--- src/shared/psfc_pkg.sv ---
// Constants and types shared by both ends of the predriver serial link.
// Assumes a 25 MHz system clock on both ends and a 1 us internal timebase.
//
// Functional notes
// - Rising serial clock shifts input into LSB.
// - Host clocks one to eight bits per frame.
// - Four faults out first, last four in apply.
// - Select rise: latch control, tri-state, re-arm.
// - Control bit zero off, one on.
// - Fault MSB at select fall, rest on falls.
// - Faults captured only at select falling edge.
// - Fault bit n reports channel n.
// - Latch-off short clears by off-then-on toggle.
// - Retry variant clears fault once short gone.
// - Gate on when parallel or serial requests.
// - Parallel inputs act without serial activity.
// - Parallel low-then-high clears shorted gate.
// - Turn-on starts 60 us short mask.
// - Short held 8 us flags, latch-off kills gate.
// - Retry pulses 68 us every 10 ms.
// - Host serial clock at most 10 MHz.
// - Host reads faults once after power-up.
// - Open load checked off, after mask time.
// - Flag released at select fall if clear.
// - Overvoltage flags, hides load faults, forces off.

package psfc_pkg;

   // ------------------------------------------------------------------
   // Sizes and clocking
   // ------------------------------------------------------------------
   localparam int PSFC_CH = 4;
   localparam int CLK_HZ = 25_000_000;
   localparam int CLK_PERIOD_NS = 40;
   localparam int TICK_CYC = CLK_HZ / 1_000_000;
   localparam int TB_W = 16;
   localparam int TMR_W = 14;

   // ------------------------------------------------------------------
   // Fault timing, in microsecond ticks
   // ------------------------------------------------------------------
   localparam int MASK_US = 60;
   localparam int DEGLITCH_US = 8;
   localparam int PULSE_US = 68;
   localparam int PERIOD_MS = 10;
   localparam int PERIOD_US = PERIOD_MS * 1000;

   // ------------------------------------------------------------------
   // Serial link timing, made by the host divider
   // ------------------------------------------------------------------
   localparam int SCLK_PERIOD_NS = 640;
   localparam int SCLK_HALF_CYC = SCLK_PERIOD_NS / CLK_PERIOD_NS / 2;
   localparam int FRAME_MAX = 8;

   // ------------------------------------------------------------------
   // Device input synchroniser layout and reset value
   // ------------------------------------------------------------------
   localparam int IN_W = 12;
   localparam int IN_SCLK = 0;
   localparam int IN_CS = 1;
   localparam int IN_SDI = 2;
   localparam int IN_PAR = 3;
   localparam int IN_DRN = 7;
   localparam int IN_OV = 11;
   localparam logic [IN_W-1:0] IN_RST = 12'h002;
   localparam logic [3:0] CTRL_RST = 4'h0;

   // ------------------------------------------------------------------
   // Host register map and fields
   // ------------------------------------------------------------------
   localparam logic [7:0] A_CMD = 8'h00;
   localparam logic [7:0] A_PAR = 8'h04;
   localparam logic [7:0] A_STAT = 8'h08;
   localparam int CMD_LEN_LSB = 8;
   localparam int STAT_BUSY = 0;
   localparam int STAT_FLT = 1;
   localparam int STAT_RX_LSB = 8;

   // ------------------------------------------------------------------
   // State types
   // ------------------------------------------------------------------
   typedef enum logic [1:0] {
      PSFC_RUN = 2'b01,
      PSFC_SHORT = 2'b10
   } psfc_ch_t;

   typedef enum logic [4:0] {
      PSFC_IDLE = 5'b00001,
      PSFC_LEAD = 5'b00010,
      PSFC_HIGH = 5'b00100,
      PSFC_LOW = 5'b01000,
      PSFC_TRAIL = 5'b10000
   } psfc_host_t;

endpackage

--- src/shared/psfc_link_if.sv ---
// Pin bundle between the microcontroller end and the predriver end.
// Assumes the serial output and fault flag are resolved here from enables.
`timescale 1ns/1ps

interface psfc_link_if;
   logic sclk;
   logic cs_n;
   logic sdi;
   logic [3:0] parallel_channel_in;
   logic sdo_out;
   logic sdo_oe;
   logic sdo;
   logic fault_flag_out;
   logic fault_flag_oe;
   logic fault_flag_n;

   // An undriven serial output reads low; the flag line has a pull-up.
   assign sdo = sdo_oe ? sdo_out : 1'b0;
   assign fault_flag_n = fault_flag_oe ? fault_flag_out : 1'b1;

   modport dev (
      input sclk, cs_n, sdi, parallel_channel_in,
      output sdo_out, sdo_oe, fault_flag_out, fault_flag_oe
   );

   modport host (
      output sclk, cs_n, sdi, parallel_channel_in,
      input sdo, fault_flag_n
   );
endinterface

--- src/rtl/psfc_device.sv ---
// Control and fault logic of the four-channel low-side predriver.
// Assumes all link pins and sense inputs are asynchronous to CLK_SYS.
`timescale 1ns/1ps

module psfc_device
   import psfc_pkg::*;
#(
   parameter bit LATCH_OFF = 1'b1, // 1 latch-off, 0 retry variant.
   parameter int TICK = TICK_CYC, // System cycles per timebase tick.
   parameter logic [TMR_W-1:0] MASK_T = TMR_W'(MASK_US), // Mask ticks.
   parameter logic [TMR_W-1:0] DG_T = TMR_W'(DEGLITCH_US), // Deglitch.
   parameter logic [TMR_W-1:0] PULSE_T = TMR_W'(PULSE_US), // Retry on.
   parameter logic [TMR_W-1:0] PERIOD_T = TMR_W'(PERIOD_US) // Retry period.
)(
   psfc_link_if.dev LINK, // Serial, parallel and flag pins.
   input wire logic CLK_SYS, // System clock.
   input wire logic RST_N, // Synchronous reset, active low.
   input wire logic [3:0] DRAIN_SENSE_IN, // 1: drain above reference.
   input wire logic BATT_OVER_IN, // 1: battery overvoltage.
   output logic [3:0] GATE_DRIVE_OUT // Gate drive per channel.
);

   // ------------------------------------------------------------------
   // Input synchronisers and filter
   // ------------------------------------------------------------------
   logic [IN_W-1:0] s1;
   logic [IN_W-1:0] s2;
   logic [IN_W-1:0] s3;
   logic [IN_W-1:0] filt;
   logic [IN_W-1:0] filt_d;
   logic [IN_W-1:0] next_filt;
   logic [IN_W-1:0] raw;

   assign raw = {BATT_OVER_IN, DRAIN_SENSE_IN, LINK.parallel_channel_in,
                 LINK.sdi, LINK.cs_n, LINK.sclk};

   // A bit only moves once the second and third stages agree.
   always_comb begin
      next_filt = ((s2 ~^ s3) & s3) | ((s2 ^ s3) & filt);
   end

   always_ff @(posedge CLK_SYS) begin
      if (!RST_N) begin
         s1 <= IN_RST;
         s2 <= IN_RST;
         s3 <= IN_RST;
         filt <= IN_RST;
         filt_d <= IN_RST;
      end else begin
         s1 <= raw;
         s2 <= s1;
         s3 <= s2;
         filt <= next_filt;
         filt_d <= filt;
      end
   end

   logic sclk_rise;
   logic sclk_fall;
   logic cs_fall;
   logic cs_rise;
   logic cs_low;
   logic sdi_f;
   logic ov_f;
   logic [3:0] par_f;
   logic [3:0] drn_f;

   assign sclk_rise = filt[IN_SCLK] & ~filt_d[IN_SCLK];
   assign sclk_fall = ~filt[IN_SCLK] & filt_d[IN_SCLK];
   assign cs_fall = ~filt[IN_CS] & filt_d[IN_CS];
   assign cs_rise = filt[IN_CS] & ~filt_d[IN_CS];
   assign cs_low = ~filt[IN_CS];
   assign sdi_f = filt[IN_SDI];
   assign ov_f = filt[IN_OV];
   assign par_f = filt[IN_PAR +: 4];
   assign drn_f = filt[IN_DRN +: 4];

   // ------------------------------------------------------------------
   // Free-running timebase
   // ------------------------------------------------------------------
   logic [TB_W-1:0] tb;
   logic [TB_W-1:0] next_tb;
   logic tick;

   // One shared prescaler keeps the four channel timers cheap.
   always_comb begin
      tick = (tb == TB_W'(TICK - 1));
      next_tb = tick ? '0 : tb + 1'b1;
   end

   always_ff @(posedge CLK_SYS) begin
      if (!RST_N) begin
         tb <= '0;
      end else begin
         tb <= next_tb;
      end
   end

   // ------------------------------------------------------------------
   // Per-channel gate and fault timers
   // ------------------------------------------------------------------
   logic [3:0] ctrl;
   psfc_ch_t st [PSFC_CH];
   psfc_ch_t next_st [PSFC_CH];
   logic [TMR_W-1:0] tmr [PSFC_CH];
   logic [TMR_W-1:0] next_tmr [PSFC_CH];
   logic [TMR_W-1:0] dg [PSFC_CH];
   logic [TMR_W-1:0] next_dg [PSFC_CH];
   logic [TMR_W-1:0] rt [PSFC_CH];
   logic [TMR_W-1:0] next_rt [PSFC_CH];
   logic next_gate [PSFC_CH];

   genvar gi;
   generate
      for (gi = 0; gi < PSFC_CH; gi++) begin : g_ch
         logic req;
         logic mask_ok;
         logic g;

         // Each channel has its own mask, deglitch and retry counters.
         always_comb begin
            req = par_f[gi] | ctrl[gi];
            mask_ok = (tmr[gi] >= MASK_T);
            next_st[gi] = st[gi];
            next_dg[gi] = '0;
            next_rt[gi] = '0;
            g = 1'b0;
            case (st[gi])
               PSFC_RUN: begin
                  g = req;
                  if (GATE_DRIVE_OUT[gi] && mask_ok && drn_f[gi] &&
                      !ov_f) begin
                     next_dg[gi] = dg[gi] + TMR_W'(tick);
                  end
                  if (GATE_DRIVE_OUT[gi] && (dg[gi] >= DG_T)) begin
                     next_st[gi] = PSFC_SHORT;
                     g = 1'b0;
                     next_rt[gi] = PULSE_T;
                  end
               end
               PSFC_SHORT: begin
                  if (!req) begin
                     next_st[gi] = PSFC_RUN;
                  end else if (!LATCH_OFF) begin
                     g = (rt[gi] < PULSE_T);
                     next_rt[gi] = rt[gi];
                     if (tick) begin
                        next_rt[gi] = (rt[gi] == PERIOD_T - 1'b1) ?
                                      '0 : rt[gi] + 1'b1;
                     end
                     // The mask ends inside the pulse, so it probes once.
                     if (GATE_DRIVE_OUT[gi] && mask_ok && !drn_f[gi]) begin
                        next_st[gi] = PSFC_RUN;
                     end
                  end
               end
               default: begin
                  next_st[gi] = PSFC_RUN;
               end
            endcase
            if (ov_f) begin
               g = 1'b0;
            end
            next_gate[gi] = g;
            // Every gate edge restarts the mask for short or open checks.
            if (g != GATE_DRIVE_OUT[gi]) begin
               next_tmr[gi] = '0;
            end else if (tick && (tmr[gi] != '1)) begin
               next_tmr[gi] = tmr[gi] + 1'b1;
            end else begin
               next_tmr[gi] = tmr[gi];
            end
         end
      end
   endgenerate

   always_ff @(posedge CLK_SYS) begin
      for (int k = 0; k < PSFC_CH; k++) begin
         if (!RST_N) begin
            st[k] <= PSFC_RUN;
            tmr[k] <= '0;
            dg[k] <= '0;
            rt[k] <= '0;
            GATE_DRIVE_OUT[k] <= 1'b0;
         end else begin
            st[k] <= next_st[k];
            tmr[k] <= next_tmr[k];
            dg[k] <= next_dg[k];
            rt[k] <= next_rt[k];
            GATE_DRIVE_OUT[k] <= next_gate[k];
         end
      end
   end

   // ------------------------------------------------------------------
   // Serial shift register, control latch and fault flag
   // ------------------------------------------------------------------
   logic [3:0] sreg;
   logic [3:0] next_sreg;
   logic [3:0] next_ctrl;
   logic [3:0] fault;
   logic short_any;
   logic hold;
   logic next_hold;
   logic next_sdo;
   logic next_sdo_oe;
   logic next_flt_oe;

   // Open load and overvoltage are held until a frame reads them out.
   always_comb begin
      short_any = 1'b0;
      for (int k = 0; k < PSFC_CH; k++) begin
         fault[k] = ((st[k] == PSFC_SHORT) ||
                     (!GATE_DRIVE_OUT[k] && (tmr[k] >= MASK_T) &&
                      !drn_f[k])) && !ov_f;
         short_any = short_any | ((st[k] == PSFC_SHORT) && !ov_f);
      end
      next_sreg = sreg;
      next_ctrl = ctrl;
      next_sdo = LINK.sdo_out;
      next_sdo_oe = LINK.sdo_oe;
      if (cs_fall) begin
         next_sreg = fault;
         next_sdo = fault[3];
         next_sdo_oe = 1'b1;
      end else if (cs_rise) begin
         next_ctrl = sreg;
         next_sreg = '0;
         next_sdo_oe = 1'b0;
      end else if (cs_low) begin
         if (sclk_rise) begin
            next_sreg = {sreg[2:0], sdi_f};
         end
         if (sclk_fall) begin
            next_sdo = sreg[3];
         end
      end
      // A new event wins over the release at select fall.
      next_hold = (|fault) | ov_f | (hold & ~cs_fall);
      next_flt_oe = short_any | next_hold;
   end

   always_ff @(posedge CLK_SYS) begin
      if (!RST_N) begin
         sreg <= '0;
         ctrl <= CTRL_RST;
         hold <= 1'b0;
         LINK.sdo_out <= 1'b0;
         LINK.sdo_oe <= 1'b0;
         LINK.fault_flag_out <= 1'b0;
         LINK.fault_flag_oe <= 1'b0;
      end else begin
         sreg <= next_sreg;
         ctrl <= next_ctrl;
         hold <= next_hold;
         LINK.sdo_out <= next_sdo;
         LINK.sdo_oe <= next_sdo_oe;
         LINK.fault_flag_out <= 1'b0; // Open drain: only pulls low.
         LINK.fault_flag_oe <= next_flt_oe;
      end
   end

endmodule

--- src/flat_wrapper.sv ---
// flat-port wrapper written by rule: the top's interface ports become plain ports
module psfc_device_flat import psfc_pkg::*;
#(
   parameter bit LATCH_OFF = 1'b1,                                 
   parameter int TICK = TICK_CYC,                                    
   parameter logic [TMR_W-1:0] MASK_T = TMR_W'(MASK_US),               
   parameter logic [TMR_W-1:0] DG_T = TMR_W'(DEGLITCH_US),             
   parameter logic [TMR_W-1:0] PULSE_T = TMR_W'(PULSE_US),             
   parameter logic [TMR_W-1:0] PERIOD_T = TMR_W'(PERIOD_US)                 
)
  (CLK_SYS, RST_N, DRAIN_SENSE_IN, BATT_OVER_IN, GATE_DRIVE_OUT, LINK_sclk, LINK_cs_n, LINK_sdi, LINK_parallel_channel_in, LINK_sdo_out, LINK_sdo_oe, LINK_fault_flag_out, LINK_fault_flag_oe);
  psfc_link_if LINK_i ();
  input wire logic CLK_SYS;
  input wire logic RST_N;
  input wire logic [3:0] DRAIN_SENSE_IN;
  input wire logic BATT_OVER_IN;
  output logic [3:0] GATE_DRIVE_OUT;
  input wire logic [$bits(LINK_i.sclk)-1:0] LINK_sclk;
  input wire logic [$bits(LINK_i.cs_n)-1:0] LINK_cs_n;
  input wire logic [$bits(LINK_i.sdi)-1:0] LINK_sdi;
  input wire logic [$bits(LINK_i.parallel_channel_in)-1:0] LINK_parallel_channel_in;
  output wire logic [$bits(LINK_i.sdo_out)-1:0] LINK_sdo_out;
  output wire logic [$bits(LINK_i.sdo_oe)-1:0] LINK_sdo_oe;
  output wire logic [$bits(LINK_i.fault_flag_out)-1:0] LINK_fault_flag_out;
  output wire logic [$bits(LINK_i.fault_flag_oe)-1:0] LINK_fault_flag_oe;
  assign LINK_i.sclk = LINK_sclk;
  assign LINK_i.cs_n = LINK_cs_n;
  assign LINK_i.sdi = LINK_sdi;
  assign LINK_i.parallel_channel_in = LINK_parallel_channel_in;
  assign LINK_sdo_out = LINK_i.sdo_out;
  assign LINK_sdo_oe = LINK_i.sdo_oe;
  assign LINK_fault_flag_out = LINK_i.fault_flag_out;
  assign LINK_fault_flag_oe = LINK_i.fault_flag_oe;
  psfc_device #(.LATCH_OFF(LATCH_OFF), .TICK(TICK), .MASK_T(MASK_T), .DG_T(DG_T), .PULSE_T(PULSE_T), .PERIOD_T(PERIOD_T)) u_core (.LINK(LINK_i), .CLK_SYS(CLK_SYS), .RST_N(RST_N), .DRAIN_SENSE_IN(DRAIN_SENSE_IN), .BATT_OVER_IN(BATT_OVER_IN), .GATE_DRIVE_OUT(GATE_DRIVE_OUT));
endmodule
--- config.mk ---
export PLATFORM = sky130hd
export DESIGN_NAME = psfc_device_flat
export DESIGN_NICKNAME = d
export VERILOG_FILES = /design/src/shared/psfc_pkg.sv /design/src/shared/psfc_link_if.sv /design/src/rtl/psfc_device.sv /design/src/flat_wrapper.sv
export SDC_FILE = /design/constraint.sdc
export NUM_CORES = 1
export LEC_CHECK = 0
export ABC_AREA = 1
export BUFFER_PORTS_ARGS = -buffer_cell sky130_fd_sc_hd__buf_4
export CAP_MARGIN = 20
export CELL_PAD_IN_SITES_DETAIL_PLACEMENT = 0
export CELL_PAD_IN_SITES_GLOBAL_PLACEMENT = 1
export CORE_ASPECT_RATIO = 1.1
export CORE_UTILIZATION = 49
export DETAILED_ROUTE_END_ITERATION = 8
export PLACE_DENSITY_LB_ADDON = 0.1
export SLEW_MARGIN = 20
export SYNTH_ARGS = -nofsm -noshare
export SYNTH_HDL_FRONTEND = slang
export SYNTH_SLANG_ARGS = --single-unit
--- constraint.sdc ---
create_clock -name CLK_SYS -period 4.1 [get_ports CLK_SYS]
set_input_delay 0.205 -clock CLK_SYS [delete_from_list [all_inputs] [get_ports CLK_SYS]]
set_output_delay 0.205 -clock CLK_SYS [all_outputs]
set_load 0.02 [all_outputs]
* Yosys cells after proc, flatten, opt, wreduce, memory -nomap -nowiden
Memories as Yosys holds them, arrays and structs flattened.
Cells that the tools add are included.
** Storage, ports and cells
- Register bits after elaboration :: 82
- Latch bits :: 0
- Memory bits (writable) :: 120
- Bits in read-only memories :: 0
- Word-level logic and storage cells :: 212
- Memories kept :: 3
** Memory list
- u_core.dg :: words 4, width 14, rd ports 4, clocked after memory_dff 0, write ports 4, RTL line psfc_device.sv:107 : logic [TMR_W-1:0] dg [PSFC_CH];
- u_core.tmr :: words 4, width 14, rd ports 4, clocked after memory_dff 0, write ports 4, RTL line psfc_device.sv:105 : logic [TMR_W-1:0] tmr [PSFC_CH];
- u_core.st :: words 4, width 2, rd ports 4, clocked after memory_dff 0, write ports 4, RTL line psfc_device.sv:103 : psfc_ch_t st [PSFC_CH];
** Cells by class
- $add $sub $neg :: 9
- Multiply operators :: 0
- Divide/modulo/power cells :: 0
- $lt $le $gt $ge :: 8
- Equal/unequal tests :: 20
- Shift-type cells :: 0
- Mux-type cells :: 64
- Bitwise gates (word level) :: 38
- Reduce and logical (&&, ||, !) cells :: 57
** Operators with widths (count)
- 14-bit two-way mux :: 24
- 14-bit by 1-bit adder with 14-bit output :: 4
- 14-bit by 1-bit adder with 14-bit output, second input constant :: 4
- 14-bit by 4-bit greater-or-equal comparator with 1-bit output, second input constant :: 4
- 14-bit by 6-bit greater-or-equal comparator with 1-bit output, second input constant :: 4
- 14-bit != test, second input constant :: 4
- 1-bit logical AND :: 36
- 12-bit bitwise AND :: 2
- 2-bit two-way mux :: 12
- 1-bit bitwise OR :: 22
- 1-bit two-way mux :: 20
- 16-bit by 1-bit adder with 16-bit output, second input constant :: 1
- 16-bit by 5-bit == test with 1-bit output, second input constant :: 1
- 4-bit two-way mux :: 4
- 2-bit case mux with 2 select lines :: 4
- 12-bit bitwise OR :: 1
- 12-bit XNOR :: 1
- 12-bit bitwise XOR :: 1
- 1-bit logical NOT :: 9
- 2-bit by 1-bit == test with 1-bit output, second input constant :: 4
- 2-bit == test, second input constant :: 4
- 1-bit NOT :: 6
- 1-bit bitwise AND :: 5
- 1-bit logical OR :: 4
- 10 further kinds :: 15

* Longest topological paths before layout
An unclocked memory read counts as a cell.
- Depth after elaboration :: 10
- Mapped depth :: 15
- Mapped depth without buffers :: 15

* Worst setup path before layout
No wires, ideal clock.
- Kind :: flip-flop to flip-flop
- Start :: reg u_core.tb[0]
- End :: mem u_core.dg[1][11]
- Setup time :: 113 ps
- Arrival :: 2258 ps
- Setup slack :: 1730 ps
- Cell stages (with the launch flop) :: 16
- Buffers on the path :: 0
- Period minus slack after synthesis :: 2370 ps
- Cells stage by stage :: dfxtp_1 -> inv_1 -> ha_1 -> nand2_1 -> nor3_1 -> nand3_1 -> nor2_2 -> ha_1 -> nand3_1 -> nor2_1 -> nand3_1 -> or2_2 -> nor2_1 -> nand2_1 -> nand2_1 -> nor2_1
** RTL lines
- start, declared :: RTL line psfc_device.sv:81 : logic [TB_W-1:0] tb;
- start signal, assigned :: RTL line psfc_device.sv:95 : tb <= next_tb;
- end, declared :: RTL line psfc_device.sv:107

==> results.py <==
metrics = {
    "pwr": {
        "vdd_drop_max_mv": 0.349,
        "static-leakage-power_nw": 4.90,
        "power_density_nw_per_um2": 381,
    },
    "route": {
        "vias_per_cell": 4.73,
        "dr_total_vias": 8205,
        "wl_per_cell_um": 10.9,
        "drcViolationCount": 0,
        "met3WireLength_um": 521,
        "met2_length_mm": 8.75,
        "finalWirelength_mm": 19.0,
        "top_layer_used": "met4",
        "first_iter_violations": 350,
        "wl_met1_mm": 9.40,
        "ant_nets": 0,
        "dr.pass1.iters": 5,
    },
    "floorplan": {
        "start_util_pct": 50.7,
        "die_width_um": 137,
        "die_y_um": 150,
        "num_rows": 53,
        "core-area_um2": 19400,
        "io_pins": 22,
        "die-area_um2": 20600,
    },
    "cells_and_area": {
        "antenna_cells": 0,
        "layout_common_cells": "nand2_1, nor2_1, inv_1, dfxtp_1, nand3_1",
        "final_nets": 1521,
        "regArea_um2": 4040,
        "fin_util_pct": 56.9,
        "stdcell_area_um2": 11000,
        "multiInputGateArea_um2": 4780,
        "mostFrequentLayoutCell": "nand2_1",
        "drive_gt1_share_pct": 6.58,
        "fillers": 1936,
        "syn_to_final_growth_pct": 12.3,
    },
    "setup_path": {
        "worstReg2RegStart": "u_core.tb[0]",
        "worstSetupEndpoint": "u_core.dg[1][12]",
        "worstPathRequired_ns": 4.49,
        "cp_max_fo": 7,
        "endpoint_kind": "register",
        "cpPeakStageDelay_ns": 0.45,
        "worst-setup-path-type": "register to register",
        "crit_start": "u_core.tb[0]",
        "reg2reg_to": "u_core.dg[1][12]",
        "arrival_ns": 3.22,
        "r2r_slack_ns": 1.27,
        "crit_top_cell": "ha_1",
        "critPathLaunchType": "register",
        "path_cells": "inv_1 > ha_1 > nand2_1 > nor3_1 > nand3_1 > nor2_2 > ha_1 > ha_1 > nand2_1 > nor3_1 > nand3_1 > o21ai_0 > a21oi_1",
        "slowest_stage": "nor2_2",
        "reg2reg_depth": 13,
    },
    "placement": {
        "hpwl_mm": 13.1,
        "place.port_buffers": 20,
        "placed_cell_area_um2": 10100,
        "place_congestion": 0.781,
    },
    "timing": {
        "rsz0062_at_grt": "false",
        "hold_viol": 0,
        "fin_crit_ns": 2.83,
        "slew_headroom_pct": 53.2,
        "fmax_mhz": 353,
        "report.final.slew_viol_count": 0,
        "worstMarginPinSlew_ns": 0.702,
        "layout_worst_path_cycle_share_pct": 69.0,
        "setup_viol": 0,
        "finClkSkew_ns": 0.00936,
        "finalSetupTns_ns": 0,
    },
    "yosys": {
        "synth_cells": 1441,
        "ys_ff_latch": 202,
        "yosys_warnings": 0,
        "synth_area_leader_cell": "dfxtp_1",
        "syn_avg_cell_area_um2": 6.81,
        "synth_cell_type_count": 39,
        "synth.top_cells.by_area": "dfxtp_1, nand2_1, nor2_1",
        "netlist_area_um2": 9810,
        "synth_fp_nets": 1488,
        "synth_top_area_share_pct": 41.2,
        "ys_seq_area_share_pct": 41.2,
    },
    "clock_network": {
        "clk_pin_slew_worst_paths_ns": 0.06,
        "ctsResizeCount": 0,
        "insertion_delay_ns": 0.51,
        "clock_path_buffers": 3,
        "cts_tree": "done",
        "cts.sinks": 202,
        "root_buffer": "clkbuf_16",
        "cts_htree_levels": 1,
        "cts_buffers": 23,
    },
    "grt": {
        "grt_pass1_vias": 7467,
        "antenna_found_initial": 0,
        "grt_max_degree": 60,
        "grt_pass1_wl_mm": 33.0,
        "track_usage_pct": 19.2,
        "grt-ovfl-total": 0,
    },
    "outcome": {
        "status": "completed",
    },
    "min_path": {
        "worstHoldPathType": "input pin to register",
    },
    "job": {
        "drv_cap": 0,
    },
}
-- where the power goes --
group / internal [mW] / switching [mW]
clock: 1.32 / 0.793
combinational: 0.0355 / 0.0585
sequential: 1.99 / 0.0113
total: 3.34 / 0.863
-- how the worst min path moves through the flow --
stage                           startpoint        endpoint  slack [ns]  cells past startpoint
4_1_cts                              RST_N  u_core.filt[1]        0.17                      2
2_1_floorplan                    LINK_sclk    u_core.s1[0]        0.30                      2
3_5_place_dp             DRAIN_SENSE_IN[1]    u_core.s1[8]        0.39                      3
6_report                             RST_N  u_core.filt[1]        0.18                      2
3_3_place_gp   LINK_parallel_channel_in[1]    u_core.s1[4]        0.39                      3
5_1_grt                              RST_N  u_core.filt[1]        0.20                      2
-- synthesized netlist by cell type (all sizes together) --
library cell,count
nor4,1
a21oi,61
nor3,35
xnor2,18
o21ai,31
and3,1
xor2,30
clkbuf,8
or3,1
nand3,65
ha,33
nor2b,1
conb,1
nand2,394
nor2,260
inv,222
o21a,5
dfxtp,202
or2,11
nor3b,7
nand4,30
o211ai,1
a211oi,1
buf,17
nand3b,3
a31oi,1
o21bai,1
-- worst max-delay path, delay by kind of cell (launching register included) --
family	cells	cell delay, ns
compound gates	2	0.26
fa+ha+maj	3	0.60
buf+inv	1	0.06
flops	1	0.33
simple gates	7	1.44
-- state kept, by name (all words and copies together) (netlist names) --
| signal | count |
|---|---|
| u_core.dg | 56 |
| u_core.tmr | 56 |
| u_core.tb | 16 |
| u_core.filt | 12 |
| u_core.s1 | 12 |
| u_core.s2 | 12 |
| u_core.s3 | 12 |
| u_core.st | 8 |
| u_core.GATE_DRIVE_OUT | 4 |
| u_core.ctrl | 4 |
| u_core.sreg | 4 |
| u_core.filt_d | 2 |
| u_core.LINK.fault_flag_oe | 1 |
| u_core.LINK.sdo_oe | 1 |
| u_core.LINK.sdo_out | 1 |
| u_core.hold | 1 |
-- routing by layer --
layer  global-route usage (%)  vias to the layer above
li1                         -                     4497
met1                     24.6                     3601
met2                     33.3                       78
met3                     2.69                       29
met4                     5.38                        0
met5                        0                        -
-- through the flow --
| step | cells | worst slack, ns | hold WS [ns] | total power, mW |
|---|---|---|---|---|
| 2_1_floorplan | 1441 | 1.73 | 0.303 | 2.10 |
| 5_1_grt | 1736 | 0.816 | 0.201 | 4.35 |
| 4_1_cts | 1736 | 1.19 | 0.167 | 4.26 |
| 6_report | 1736 | 1.27 | 0.178 | 4.20 |
| 3_5_place_dp | 1684 | 1.23 | 0.392 | 2.13 |
| 3_3_place_gp | 1684 | 1.29 | 0.386 | 2.12 |
-- final cells by class --
| class | count | area share, % |
|---|---|---|
| Timing Repair Buffer | 33 | 2.52 |
| Clock inverter | 9 | 1.35 |
| Sequential cell | 202 | 36.7 |
| Inverter | 222 | 7.56 |
| Clock buffer | 31 | 5.68 |
| Multi-Input combinational cell | 992 | 43.4 |
| Tap cell | 247 | 2.81 |
-- cells by family (layout without fill, tap and decap cells) --
group                    Yosys count  in the layout  synth area share [%]
flip-flops                       202            202                  41.2
adder cells (fa/ha/maj)           33             33                  4.21
AND/OR/NAND/NOR                  809            809                  34.8
XOR/XNOR                          48             48                  4.28
other                              1              1                0.0382
AO/OA/AOI/OAI                    101            101                  5.37
buffers and inverters            247            295                  10.1
-- what timing repair did --
action | CTS | global route
endpoints found under the hold margin | 12 | 0
setup buffers | 0 | 0
hold buffers | 12 | 0
Power figures use the tool's default switching activity.
